`src/design/fsp_defs.svh`:
```
// constants for the flash security status and protect select block
`ifndef FSP_DEFS_SVH
`define FSP_DEFS_SVH
// ==================================================
// command codes
`define FSP_OP_WR_ENABLE   8'h06
`define FSP_OP_WRDI        8'h04
`define FSP_OP_SEC_READ    8'h2B
`define FSP_OP_SEC_WRITE   8'h2F
`define FSP_OP_MODE_SEL    8'h68
`define FSP_OP_ENSO        8'hB1
`define FSP_OP_EXSO        8'hC1
`define FSP_OP_GANG_LOCK   8'h7E
`define FSP_OP_GANG_OPEN   8'h98
`define FSP_OP_PLOCK_SET   8'hE3
`define FSP_OP_PLOCK_CLR   8'hE4
`define FSP_OP_VLOCK_WR    8'hE1
`define FSP_OP_MASK_WR     8'hE5
// ==================================================
// security status bit positions
`define FSP_SEC_PMS        7
`define FSP_SEC_EFAIL      6
`define FSP_SEC_PFAIL      5
`define FSP_SEC_RSVD       4
`define FSP_SEC_ESUSP      3
`define FSP_SEC_PSUSP      2
`define FSP_SEC_LOCKDOWN   1
`define FSP_SEC_FACT       0
// ==================================================
// frame lengths in serial clock edges
`define FSP_LEN_OP         6'd8
`define FSP_LEN_MASK       6'd16
`define FSP_LEN_ADDR       6'd40
`define FSP_LEN_ADDR_DATA  6'd48
// ==================================================
// protection units: 16 bottom sectors, 510 middle blocks, 16 top sectors
`define FSP_UNITS          542
`define FSP_TOP_BLK        9'h1FF
`define FSP_TOP_BASE       10'd526
`define FSP_MID_BASE       10'd15
`define FSP_BP_ALL         4'd10
`endif

```
`src/design/fsp_pkg.sv`:
```
// types for the flash security status and protect select block
package fsp_pkg;
  // ==================================================
  // serial frame state
  typedef enum logic [0:0] {
    FSP_FR_IDLE,
    FSP_FR_SHIFT
  } fsp_frame_e;
  typedef logic [9:0] fsp_unit_t;
endpackage : fsp_pkg

```
`src/design/fsp_security_protect.sv`:
```
// security status register and write protection selection of a serial flash
`timescale 1ns/1ns
`default_nettype none
`include "fsp_defs.svh"

module fsp_security_protect
  import fsp_pkg::*;
(
  // clock and reset
  input  wire logic        ref_clk,
  input  wire logic        srst,
  // serial pins
  input  wire logic        sclk,
  input  wire logic        cs_n,
  input  wire logic        si,
  input  wire logic        write_protect_pin_n,
  output var  logic        so_q,
  output var  logic        so_oe_q,
  // straps and status register inputs
  input  wire logic        factory_otp_lock,
  input  wire logic [3:0]  block_protect_level,
  // flash core events
  input  wire logic        erase_fail_evt,
  input  wire logic        program_fail_evt,
  input  wire logic        op_ok_evt,
  input  wire logic        erase_suspend_evt,
  input  wire logic        erase_resume_evt,
  input  wire logic        program_suspend_evt,
  input  wire logic        program_resume_evt,
  input  wire logic        program_start,
  // protection query from the flash core
  input  wire logic [24:0] chk_addr,
  output var  logic        chk_protected_q,
  output var  logic        array_blocked_q,
  // state
  output var  logic [7:0]  security_status_q,
  output var  logic        write_enable_latch_q,
  output var  logic        otp_mode_q
);

  // ==================================================
  // pin synchronisers
  logic [2:0]  sclk_sync_q;
  logic [2:0]  cs_sync_q;
  logic [1:0]  si_sync_q;
  logic [1:0]  wp_sync_q;
  logic        sclk_rise;
  logic        sclk_fall;
  logic        cs_rise;
  logic        cs_fall;
  logic        cs_low;

  always_ff @(posedge ref_clk) begin
    if (srst) begin
      sclk_sync_q <= 3'h0;
      cs_sync_q   <= 3'h7;
      si_sync_q   <= 2'h0;
      wp_sync_q   <= 2'h3;
    end else begin
      sclk_sync_q <= {sclk_sync_q[1:0], sclk};
      cs_sync_q   <= {cs_sync_q[1:0], cs_n};
      si_sync_q   <= {si_sync_q[0], si};
      wp_sync_q   <= {wp_sync_q[0], write_protect_pin_n};
    end
  end

  // only stages 1 and 2 feed logic; stage 0 goes to stage 1 alone
  assign sclk_rise = sclk_sync_q[1] & ~sclk_sync_q[2];
  assign sclk_fall = ~sclk_sync_q[1] & sclk_sync_q[2];
  assign cs_rise   = cs_sync_q[1] & ~cs_sync_q[2];
  assign cs_fall   = ~cs_sync_q[1] & cs_sync_q[2];
  assign cs_low    = ~cs_sync_q[2];

  // ==================================================
  // frame shifter
  fsp_frame_e  frame_q;
  logic [5:0]  bit_cnt_q;
  logic [47:0] shift_q;
  logic [7:0]  op_q;
  logic [2:0]  out_idx_q;

  always_ff @(posedge ref_clk) begin
    if (srst) begin
      frame_q   <= FSP_FR_IDLE;
      bit_cnt_q <= 6'h00;
      shift_q   <= 48'h0;
      op_q      <= 8'h00;
    end else begin
      case (frame_q)
        FSP_FR_IDLE: begin
          if (cs_fall) begin
            frame_q   <= FSP_FR_SHIFT;
            bit_cnt_q <= 6'h00;
            op_q      <= 8'h00;
          end
        end
        FSP_FR_SHIFT: begin
          if (cs_rise) begin
            frame_q <= FSP_FR_IDLE;
          end else if (sclk_rise) begin
            shift_q <= {shift_q[46:0], si_sync_q[1]};
            if (bit_cnt_q != 6'h3F) begin
              bit_cnt_q <= bit_cnt_q + 6'h01;
            end
            if (bit_cnt_q == `FSP_LEN_OP - 6'h01) begin
              op_q <= {shift_q[6:0], si_sync_q[1]};
            end
          end
        end
        default: frame_q <= FSP_FR_IDLE;
      endcase
    end
  end

  // ==================================================
  // status read-out on falling serial clock
  logic [7:0]  sec_val;
  logic        reading;

  assign reading = (frame_q == FSP_FR_SHIFT) && cs_low && (op_q == `FSP_OP_SEC_READ)
                   && (bit_cnt_q >= `FSP_LEN_OP);

  // each bit is taken live, so a read during a busy operation shows current flags
  always_ff @(posedge ref_clk) begin
    if (srst) begin
      so_q      <= 1'b0;
      so_oe_q   <= 1'b0;
      out_idx_q <= 3'h0;
    end else if (!cs_low || frame_q == FSP_FR_IDLE) begin
      so_oe_q   <= 1'b0;
      out_idx_q <= 3'h0;
    end else if (reading && sclk_fall) begin
      so_oe_q   <= 1'b1;
      so_q      <= sec_val[3'h7 - out_idx_q];
      out_idx_q <= out_idx_q + 3'h1;
    end
  end

  // ==================================================
  // command decode at frame end
  logic        exec;
  logic        len_op;
  logic        cmd_wr_en;
  logic        cmd_wrdi;
  logic        cmd_sec_wr;
  logic        cmd_mode_sel;
  logic        cmd_enso;
  logic        cmd_exso;
  logic        cmd_gang_lock;
  logic        cmd_gang_open;
  logic        cmd_pset;
  logic        cmd_pclr;
  logic        cmd_vwr;
  logic        cmd_mask;
  logic        sector_mode;
  logic        lock_ok;
  fsp_unit_t   cmd_unit;

  // a frame that does not end on its exact bit count is rejected
  assign exec        = (frame_q == FSP_FR_SHIFT) && cs_rise;
  assign len_op      = exec && (bit_cnt_q == `FSP_LEN_OP);
  assign cmd_wr_en   = len_op && (op_q == `FSP_OP_WR_ENABLE);
  assign cmd_wrdi    = len_op && (op_q == `FSP_OP_WRDI);
  assign cmd_sec_wr  = len_op && (op_q == `FSP_OP_SEC_WRITE) && write_enable_latch_q;
  assign cmd_mode_sel = len_op && (op_q == `FSP_OP_MODE_SEL) && write_enable_latch_q;
  assign cmd_enso    = len_op && (op_q == `FSP_OP_ENSO);
  assign cmd_exso    = len_op && (op_q == `FSP_OP_EXSO);
  assign sector_mode = security_status_q[`FSP_SEC_PMS];
  assign lock_ok     = sector_mode && write_enable_latch_q && !otp_mode_q;
  assign cmd_gang_lock = lock_ok && len_op && (op_q == `FSP_OP_GANG_LOCK);
  assign cmd_gang_open = lock_ok && len_op && (op_q == `FSP_OP_GANG_OPEN);
  assign cmd_pclr    = lock_ok && len_op && (op_q == `FSP_OP_PLOCK_CLR);
  assign cmd_pset    = lock_ok && exec && (bit_cnt_q == `FSP_LEN_ADDR)
                       && (op_q == `FSP_OP_PLOCK_SET);
  assign cmd_vwr     = lock_ok && exec && (bit_cnt_q == `FSP_LEN_ADDR_DATA)
                       && (op_q == `FSP_OP_VLOCK_WR);
  assign cmd_mask    = sector_mode && exec && (bit_cnt_q == `FSP_LEN_MASK)
                       && (op_q == `FSP_OP_MASK_WR);
  assign cmd_unit    = unit_of(cmd_vwr ? shift_q[32:8] : shift_q[24:0]);

  // 4KB sectors in the lowest and highest 64KB, 64KB blocks in between
  function automatic fsp_unit_t unit_of(input logic [24:0] a);
    fsp_unit_t u;
    u = 10'd0;
    if (a[24:16] == 9'h000) begin
      u = {6'h00, a[15:12]};
    end else if (a[24:16] == `FSP_TOP_BLK) begin
      u = `FSP_TOP_BASE + {6'h00, a[15:12]};
    end else begin
      u = `FSP_MID_BASE + {1'b0, a[24:16]};
    end
    return u;
  endfunction : unit_of

  // ==================================================
  // write enable latch and secured area mode
  always_ff @(posedge ref_clk) begin
    if (srst) begin
      write_enable_latch_q <= 1'b0;
    end else if (cmd_wr_en) begin
      write_enable_latch_q <= 1'b1;
    end else if (cmd_wrdi || cmd_sec_wr || cmd_mode_sel || cmd_gang_lock || cmd_gang_open
                 || cmd_pset || cmd_pclr || cmd_vwr) begin
      write_enable_latch_q <= 1'b0;
    end
  end

  always_ff @(posedge ref_clk) begin
    if (srst) begin
      otp_mode_q <= 1'b0;
    end else if (cmd_enso) begin
      otp_mode_q <= 1'b1;
    end else if (cmd_exso) begin
      otp_mode_q <= 1'b0;
    end
  end

  // ==================================================
  // security status bits; a set beats a clear in the same cycle
  logic        fact_cap_q;
  logic        efail_q;
  logic        pfail_q;
  logic        esusp_q;
  logic        psusp_q;
  logic        lockdown_q;
  logic        pms_q;
  logic        fact_q;

  // failure flags feed nothing but the status readout
  always_ff @(posedge ref_clk) begin
    if (srst) begin
      efail_q <= 1'b0;
      pfail_q <= 1'b0;
    end else begin
      if (erase_fail_evt) begin
        efail_q <= 1'b1;
      end else if (op_ok_evt) begin
        efail_q <= 1'b0;
      end
      if (program_fail_evt || (program_start && chk_protected_q)) begin
        pfail_q <= 1'b1;
      end else if (op_ok_evt) begin
        pfail_q <= 1'b0;
      end
    end
  end

  always_ff @(posedge ref_clk) begin
    if (srst) begin
      esusp_q <= 1'b0;
      psusp_q <= 1'b0;
    end else begin
      if (erase_suspend_evt) begin
        esusp_q <= 1'b1;
      end else if (erase_resume_evt) begin
        esusp_q <= 1'b0;
      end
      if (program_suspend_evt) begin
        psusp_q <= 1'b1;
      end else if (program_resume_evt) begin
        psusp_q <= 1'b0;
      end
    end
  end

  // one-time bits: only ever set
  always_ff @(posedge ref_clk) begin
    if (srst) begin
      lockdown_q <= 1'b0;
      pms_q      <= 1'b0;
    end else begin
      if (cmd_sec_wr) begin
        lockdown_q <= 1'b1;
      end
      if (cmd_mode_sel) begin
        pms_q <= 1'b1;
      end
    end
  end

  // the strap is caught on the first edge after reset release
  always_ff @(posedge ref_clk) begin
    if (srst) begin
      fact_q     <= 1'b0;
      fact_cap_q <= 1'b1;
    end else if (fact_cap_q) begin
      fact_q     <= factory_otp_lock;
      fact_cap_q <= 1'b0;
    end
  end

  assign sec_val = {pms_q, efail_q, pfail_q, 1'b0, esusp_q, psusp_q, lockdown_q, fact_q};

  always_ff @(posedge ref_clk) begin
    if (srst) begin
      security_status_q <= 8'h00;
    end else begin
      security_status_q <= sec_val;
    end
  end

  // ==================================================
  // per-unit lock bits
  logic [`FSP_UNITS-1:0] plock_q;
  logic [`FSP_UNITS-1:0] vlock_q;
  logic                  mask_q;

  // persistent locks have no lock-down here, so they stay writable
  genvar gi;
  generate
    for (gi = 0; gi < `FSP_UNITS; gi++) begin : g_unit
      always_ff @(posedge ref_clk) begin
        if (srst) begin
          vlock_q[gi] <= 1'b1;
          plock_q[gi] <= 1'b0;
        end else begin
          if (cmd_gang_lock) begin
            vlock_q[gi] <= 1'b1;
          end else if (cmd_gang_open) begin
            vlock_q[gi] <= 1'b0;
          end else if (cmd_vwr && cmd_unit == fsp_unit_t'(gi)) begin
            vlock_q[gi] <= shift_q[0];
          end
          if (cmd_pclr) begin
            plock_q[gi] <= 1'b0;
          end else if (cmd_pset && cmd_unit == fsp_unit_t'(gi)) begin
            plock_q[gi] <= 1'b1;
          end
        end
      end
    end
  endgenerate

  // mask at 1 lets persistent locks protect; 0 masks them
  always_ff @(posedge ref_clk) begin
    if (srst) begin
      mask_q <= 1'b1;
    end else if (cmd_mask) begin
      mask_q <= shift_q[0];
    end
  end

  // ==================================================
  // protection decision
  fsp_unit_t   chk_unit;
  logic        bp_prot;
  logic        sec_prot;
  logic [9:0]  bp_span;

  assign chk_unit = unit_of(chk_addr);
  // level n protects the top 2^(n-1) blocks; level 10 and up protects all
  assign bp_span  = 10'd1 << (block_protect_level - 4'd1);
  assign bp_prot  = (block_protect_level >= `FSP_BP_ALL) ||
                    ((block_protect_level != 4'd0) &&
                     ({1'b0, chk_addr[24:16]} >= (10'd512 - bp_span)));
  assign sec_prot = !wp_sync_q[1] || vlock_q[chk_unit] || (plock_q[chk_unit] && mask_q);

  always_ff @(posedge ref_clk) begin
    if (srst) begin
      chk_protected_q <= 1'b1;
      array_blocked_q <= 1'b0;
    end else begin
      chk_protected_q <= sector_mode ? sec_prot : bp_prot;
      array_blocked_q <= otp_mode_q;
    end
  end

  // ==================================================
  // checks
  property p_efail;
    @(posedge ref_clk) disable iff (srst)
      erase_fail_evt |=> efail_q ##1 security_status_q[6];
  endproperty
  a_efail: assert property (p_efail) else $error("erase fail not recorded");

  property p_pfail_ok;
    @(posedge ref_clk) disable iff (srst)
      (op_ok_evt && !program_fail_evt && !(program_start && chk_protected_q))
      |=> !pfail_q;
  endproperty
  a_pfail_ok: assert property (p_pfail_ok) else $error("program fail not cleared");

  property p_esusp;
    @(posedge ref_clk) disable iff (srst)
      erase_suspend_evt |=> ##1 security_status_q[3];
  endproperty
  a_esusp: assert property (p_esusp) else $error("erase suspend not shown");

  property p_pms_sticky;
    @(posedge ref_clk) disable iff (srst)
      pms_q |=> pms_q [*8];
  endproperty
  a_pms_sticky: assert property (p_pms_sticky) else $error("mode select fell back");

  property p_otp_lockdown_flag_sticky;
    @(posedge ref_clk) disable iff (srst)
      $rose(lockdown_q) |-> $past(write_enable_latch_q) ##1 lockdown_q [*4];
  endproperty
  a_otp_lockdown_flag_sticky: assert property (p_otp_lockdown_flag_sticky) else $error("lockdown misbehaved");

  property p_rsvd;
    @(posedge ref_clk) disable iff (srst)
      !security_status_q[4];
  endproperty
  a_rsvd: assert property (p_rsvd) else $error("reserved bit set");

  property p_wp_all;
    @(posedge ref_clk) disable iff (srst)
      (sector_mode && !wp_sync_q[1]) |=> chk_protected_q;
  endproperty
  a_wp_all: assert property (p_wp_all) else $error("pin protect ignored");

  property p_bp_mode;
    @(posedge ref_clk) disable iff (srst)
      (!sector_mode && block_protect_level == 4'd0) |=> !chk_protected_q;
  endproperty
  a_bp_mode: assert property (p_bp_mode) else $error("level 0 protected");

  property p_otp_block;
    @(posedge ref_clk) disable iff (srst)
      cmd_enso |=> ##1 array_blocked_q;
  endproperty
  a_otp_block: assert property (p_otp_block) else $error("array not blocked");

endmodule : fsp_security_protect
`default_nettype wire

```
`config.mk`:
```
export PLATFORM = sky130hd
export DESIGN_NAME = fsp_security_protect
export DESIGN_NICKNAME = d
export VERILOG_FILES = /design/src/design/fsp_pkg.sv /design/src/design/fsp_security_protect.sv
export VERILOG_INCLUDE_DIRS = /design/src /design/src/design
export SDC_FILE = /design/constraint.sdc
export NUM_CORES = 2
export LEC_CHECK = 0
export BUFFER_PORTS_ARGS = -buffer_cell sky130_fd_sc_hd__buf_2
export CORE_MARGIN = 2
export CORE_UTILIZATION = 55
export DETAILED_ROUTE_END_ITERATION = 16
export GPL_TIMING_DRIVEN = 1
export PLACE_DENSITY = 0.67
export SETUP_SLACK_MARGIN = 0.02
export SYNTH_ARGS = -nofsm -noshare
export SYNTH_HDL_FRONTEND = slang
export SYNTH_SLANG_ARGS = --single-unit
```
`constraint.sdc`:
```
create_clock -name ref_clk -period 5.8 [get_ports ref_clk]
set_clock_uncertainty 0.15 [all_clocks]
set_input_delay 0 -clock ref_clk [delete_from_list [all_inputs] [get_ports ref_clk]]
set_output_delay 0 -clock ref_clk [all_outputs]
set_load 0.1 [all_outputs]
```
==> flow_results.org <==
** Run status
- Run status :: finished, final reports clean

** Logic synthesis
- Fraction of post-synthesis cell area in the top cell type by area :: 0.442
- The Yosys step of the flow raised 0 warnings.
- Of the synthesized area, sequential elements account for 0.442.
- Flop and latch count out of synthesis :: 1167
- Yosys instantiated no cell more often than sky130_fd_sc_hd__dfxtp_1.
- Dividing the synthesized area by the synthesized cell count gives 8.01 um^2.
- Fraction of synthesis flops using an asynchronous set or reset pin :: 0
- After synthesis, the netlist uses 83 different library cells.
- The synthesized design spends more area on one cell type than any other, namely sky130_fd_sc_hd__dfxtp_1.
- Net count after synthesis :: 6663
- The commonest cells after synthesis are 1167 x sky130_fd_sc_hd__dfxtp_1, 1093 x sky130_fd_sc_hd__o211ai_1, 1058 x sky130_fd_sc_hd__nand2_1.
- In the synthesized netlist, the number of instances is between 6000 and 7000.
- The synthesized design contains 0 enable-type register cells.
- Main flop type after synthesis :: sky130_fd_sc_hd__dfxtp_1
- After synthesis the cells add up to 52900 um^2.
- Synth area leaders :: sky130_fd_sc_hd__dfxtp_1 44%, sky130_fd_sc_hd__o211ai_1 16%, sky130_fd_sc_hd__nand2_1 7.5%

** STA
- Setup_tns :: 0 ns
- Least-Margin Pin Slew :: 1.43 ns
- Final max-slew violation count :: 0
- Relative slew margins :: 0.0376
- The smallest clock period supported by the final layout is computed as 5.54 ns.
- Number of failing setup endpoints in the final timing report :: 0
- Final count of hold timing violations :: 0
- In the finished design, the share of the clock period the worst path needs comes to 0.954.
- Max Freq :: 0.181 GHz
- Setup repair after global routing left no endpoint under its margin.

** Worst setup path
- Crit path buffers/inverters :: 1
- End of the worst register-to-register path :: vlock_q[249]$_SDFFE_PP1P_
- CP Data Required Time :: 6.24 ns
- Highest-delay cell along the critical path :: sky130_fd_sc_hd__or4_1
- Maximum cell stage delay along the critical path :: 0.68 ns
- For the worst flop-to-flop path, the logic depth is 16.
- Reg-to-reg startpoint :: bit_cnt_q[0]$_SDFFE_PP0P_
- Peak fanout along the critical path :: 16
- The worst register-to-register path has a setup slack of 0.26 ns.
- STA classifies the critical path endpoint as a flop.
- Path type of the worst setup path :: flop to flop
- Data arrival time of the worst path :: 5.97 ns
- The worst setup path is launched from a flop.
- CP cell instances :: inv_1, ha_1, nand4b_1, or4_1, nor2_2, mux2i_1, ha_1, a21boi_1, nor2_1, xnor2_1, mux2i_4, nand2_4, and2b_1, nand2_1, o211ai_1, o211ai_1
- Broken down by cell family, the worst path's largest delay share belongs to simple AND/OR/NAND/NOR gates.

** CTS
- TritonCTS clock tree :: yes
- Number of buffers inserted during clock tree synthesis :: 132
- CTS sink count :: about 1200
- Number of H-tree levels :: 4
- Skew-Pair Late Insertion Delay :: around 0.77 ns
- Counting along the longest clock path gives a buffer depth of 3.
- Clock-pin slew was measured on the worst setup and hold paths at 0.06 ns.
- Root buf cell :: sky130_fd_sc_hd__clkbuf_16

** Placement
- Buffers on Ports :: 44
- Detailed placement ended at an HPWL of approximately 110 mm.
- Final Wtd Congestion :: 0.962

** Routing
- After detailed routing, the number of remaining DRC violations is 0.
- The detailed router finished its first iteration with 7253 violations.
- DR pass1 iterations :: 8
- Via count :: just over 50000
- Once detail routing completed, the nets flagged for antenna violations numbered 0.
- Vias per inst :: approximately 6.7
- Routed wire length :: approximately 190 mm
- In the final routed layout, each cell accounts on average for 24.7 um.

** Layout
- Summing all flip-flop and latch instances after layout gives roughly 23000 um^2.
- Relative to the synthesized area, the layout overhead comes to 11.9%.
- Of the cells placed in the final design, the portion with a size suffix greater than 1 is 0.0947.
- Multi-input combinational cell area :: 26900 um^2
- Number of inserted filler cells in the final layout :: roughly 8300
- In the final design database the tool counted 6408 nets.

** Power and ir drop
- Leakage power of the design :: 21.3 nW
- Dividing total power by cell area gives a power density of about 300 nW/um^2.
- Power consumption :: between 15 and 20 mW
- The worst-case IR drop observed on VDD is roughly 0.25 mV.

** Global routing
- Number of antenna violations at the first check in global routing :: 9
- The number of global-route vias before repair came to about 47000.
- Largest net degree at the start of global routing :: 144
- The first global-routing pass estimated 288 mm of wire.
- Global route overflow :: 0
- Across every metal layer, demand over resource in global routing totals 0.373.

** Worst hold path
- The worst hold path was traced through 2 stages.
- The worst hold path belongs to the class input port to flop.
- Worst hold endpoint :: fact_cap_q$_DFF_P_
- The worst hold path begins at srst.

** Floorplanning
- Die outline width :: 314 um
- Vertical die dimension :: 314 um
- Area of the die :: 98600 um^2
- For this configuration, the core starts out at a cell density of 0.556.
- In this run the count of I/O pins placed on the die edge is 58.
- Floorplan Core Area :: 95200 um^2
- The floorplan has 113 rows.

** Job
- The tool flagged a number of max-cap violations equal to 0.
-- how the worst max path moves through the flow --
stage	start	to	cells after the start
after floorplan	security_status_q[7]$_SDFF_PP0_	vlock_q[231]$_SDFFE_PP1P_	17
after global placement	bit_cnt_q[0]$_SDFFE_PP0P_	vlock_q[248]$_SDFFE_PP1P_	19
after detailed placement	bit_cnt_q[0]$_SDFFE_PP0P_	vlock_q[241]$_SDFFE_PP1P_	16
after CTS	bit_cnt_q[0]$_SDFFE_PP0P_	vlock_q[249]$_SDFFE_PP1P_	16
after global routing	bit_cnt_q[0]$_SDFFE_PP0P_	vlock_q[251]$_SDFFE_PP1P_	16
final	bit_cnt_q[0]$_SDFFE_PP0P_	vlock_q[249]$_SDFFE_PP1P_	16
-- power by group --
group / switching [mW] / total [mW] / internal (mW)
Sequential: 0.00691 / 8.03 / 8.02
Combinational: 1.10 / 1.53 / 0.431
Clock: 3.48 / 8.17 / 4.69
Total: 4.58 / 17.7 / 13.1
-- logic make-up after synthesis --
logic type                 count (synthesis)  share of synthesized area
DFF                                     1167                      0.442
AOI/OAI and AO/OA                       2231                      0.283
xor gates and xnor gates                  27                    0.00461
buffers and inverters                    737                     0.0560
other                                      1                  0.0000709
muxes                                     58                     0.0160
and+or+nand+nor                         2356                      0.193
adders and majority gates                 21                    0.00497
-- registers in the layout (all words and copies together), names as in the netlist, 6 cells and up --
register,count
plock_q,542
vlock_q,542
shift_q,33
op_q,8
security_status_q,7
bit_cnt_q,6
-- per-stage QoR --
stage	worst slack (ns)	area, um^2	utilization	instances	hold WS, ns
6_report	0.265	59200	0.622	7712	0.0645
5_1_grt	0.0534	59200	0.622	7708	0.0786
4_1_cts	0.404	59100	0.622	7707	0.00320
3_5_place_dp	0.409	54600	0.574	7442	0.0366
3_3_place_gp	0.529	54600	0.574	7442	0.0326
2_1_floorplan	0.909	52900	-	6598	-0.122
-- placed cells by master, fill, tap and decap left out, types with 18 or more instances in the layout --
cell and count:
sky130_fd_sc_hd__a31oi_1 87, sky130_fd_sc_hd__mux2i_1 27, sky130_fd_sc_hd__mux4_2 18, sky130_fd_sc_hd__buf_2 44
sky130_fd_sc_hd__nand4_1 35, sky130_fd_sc_hd__clkinv_2 19, sky130_fd_sc_hd__nor4_1 27, sky130_fd_sc_hd__nor3_1 42
sky130_fd_sc_hd__buf_12 51, sky130_fd_sc_hd__dfxtp_1 1167, sky130_fd_sc_hd__clkbuf_8 21, sky130_fd_sc_hd__nor2b_1 29
sky130_fd_sc_hd__clkbuf_1 43, sky130_fd_sc_hd__o211ai_1 1093, sky130_fd_sc_hd__dlygate4sd3_1 31, sky130_fd_sc_hd__nor2_1 691
sky130_fd_sc_hd__nand2_1 1040, sky130_fd_sc_hd__buf_4 197, sky130_fd_sc_hd__nor2_4 18, sky130_fd_sc_hd__nand3_1 200
sky130_fd_sc_hd__clkbuf_16 132, sky130_fd_sc_hd__o21ai_0 52, sky130_fd_sc_hd__and3_1 148, sky130_fd_sc_hd__a311oi_1 95
sky130_fd_sc_hd__inv_1 23, sky130_fd_sc_hd__a211oi_1 107, sky130_fd_sc_hd__a21oi_1 685, sky130_fd_sc_hd__ha_1 21
-- metal layers --
layer | share of wire | global-route usage
met3 | 0.11 | 0.0826
met2 | 0.43 | 0.556
met1 | 0.41 | 0.509
met5 | 0.00048 | 0
met4 | 0.050 | 0.187
-- layout make-up --
type | instances | area share
Inverter | 24 | 0.00152
Multi-Input combinational cell | 4694 | 0.454
Clock inverter | 39 | 0.00765
Tap cell | 1265 | 0.0267
Timing Repair Buffer | 324 | 0.0514
Clock buffer | 195 | 0.0632
Antenna cell | 4 | 0.000169
Sequential cell | 1167 | 0.395
-- repair_timing --
action	in CTS	in global routing
hold buffers	31	0
resized for setup	0	0
buffers inserted	0	0
endpoints found under the hold margin	70	0
Note: power is estimated with default switching activity, not from simulation.
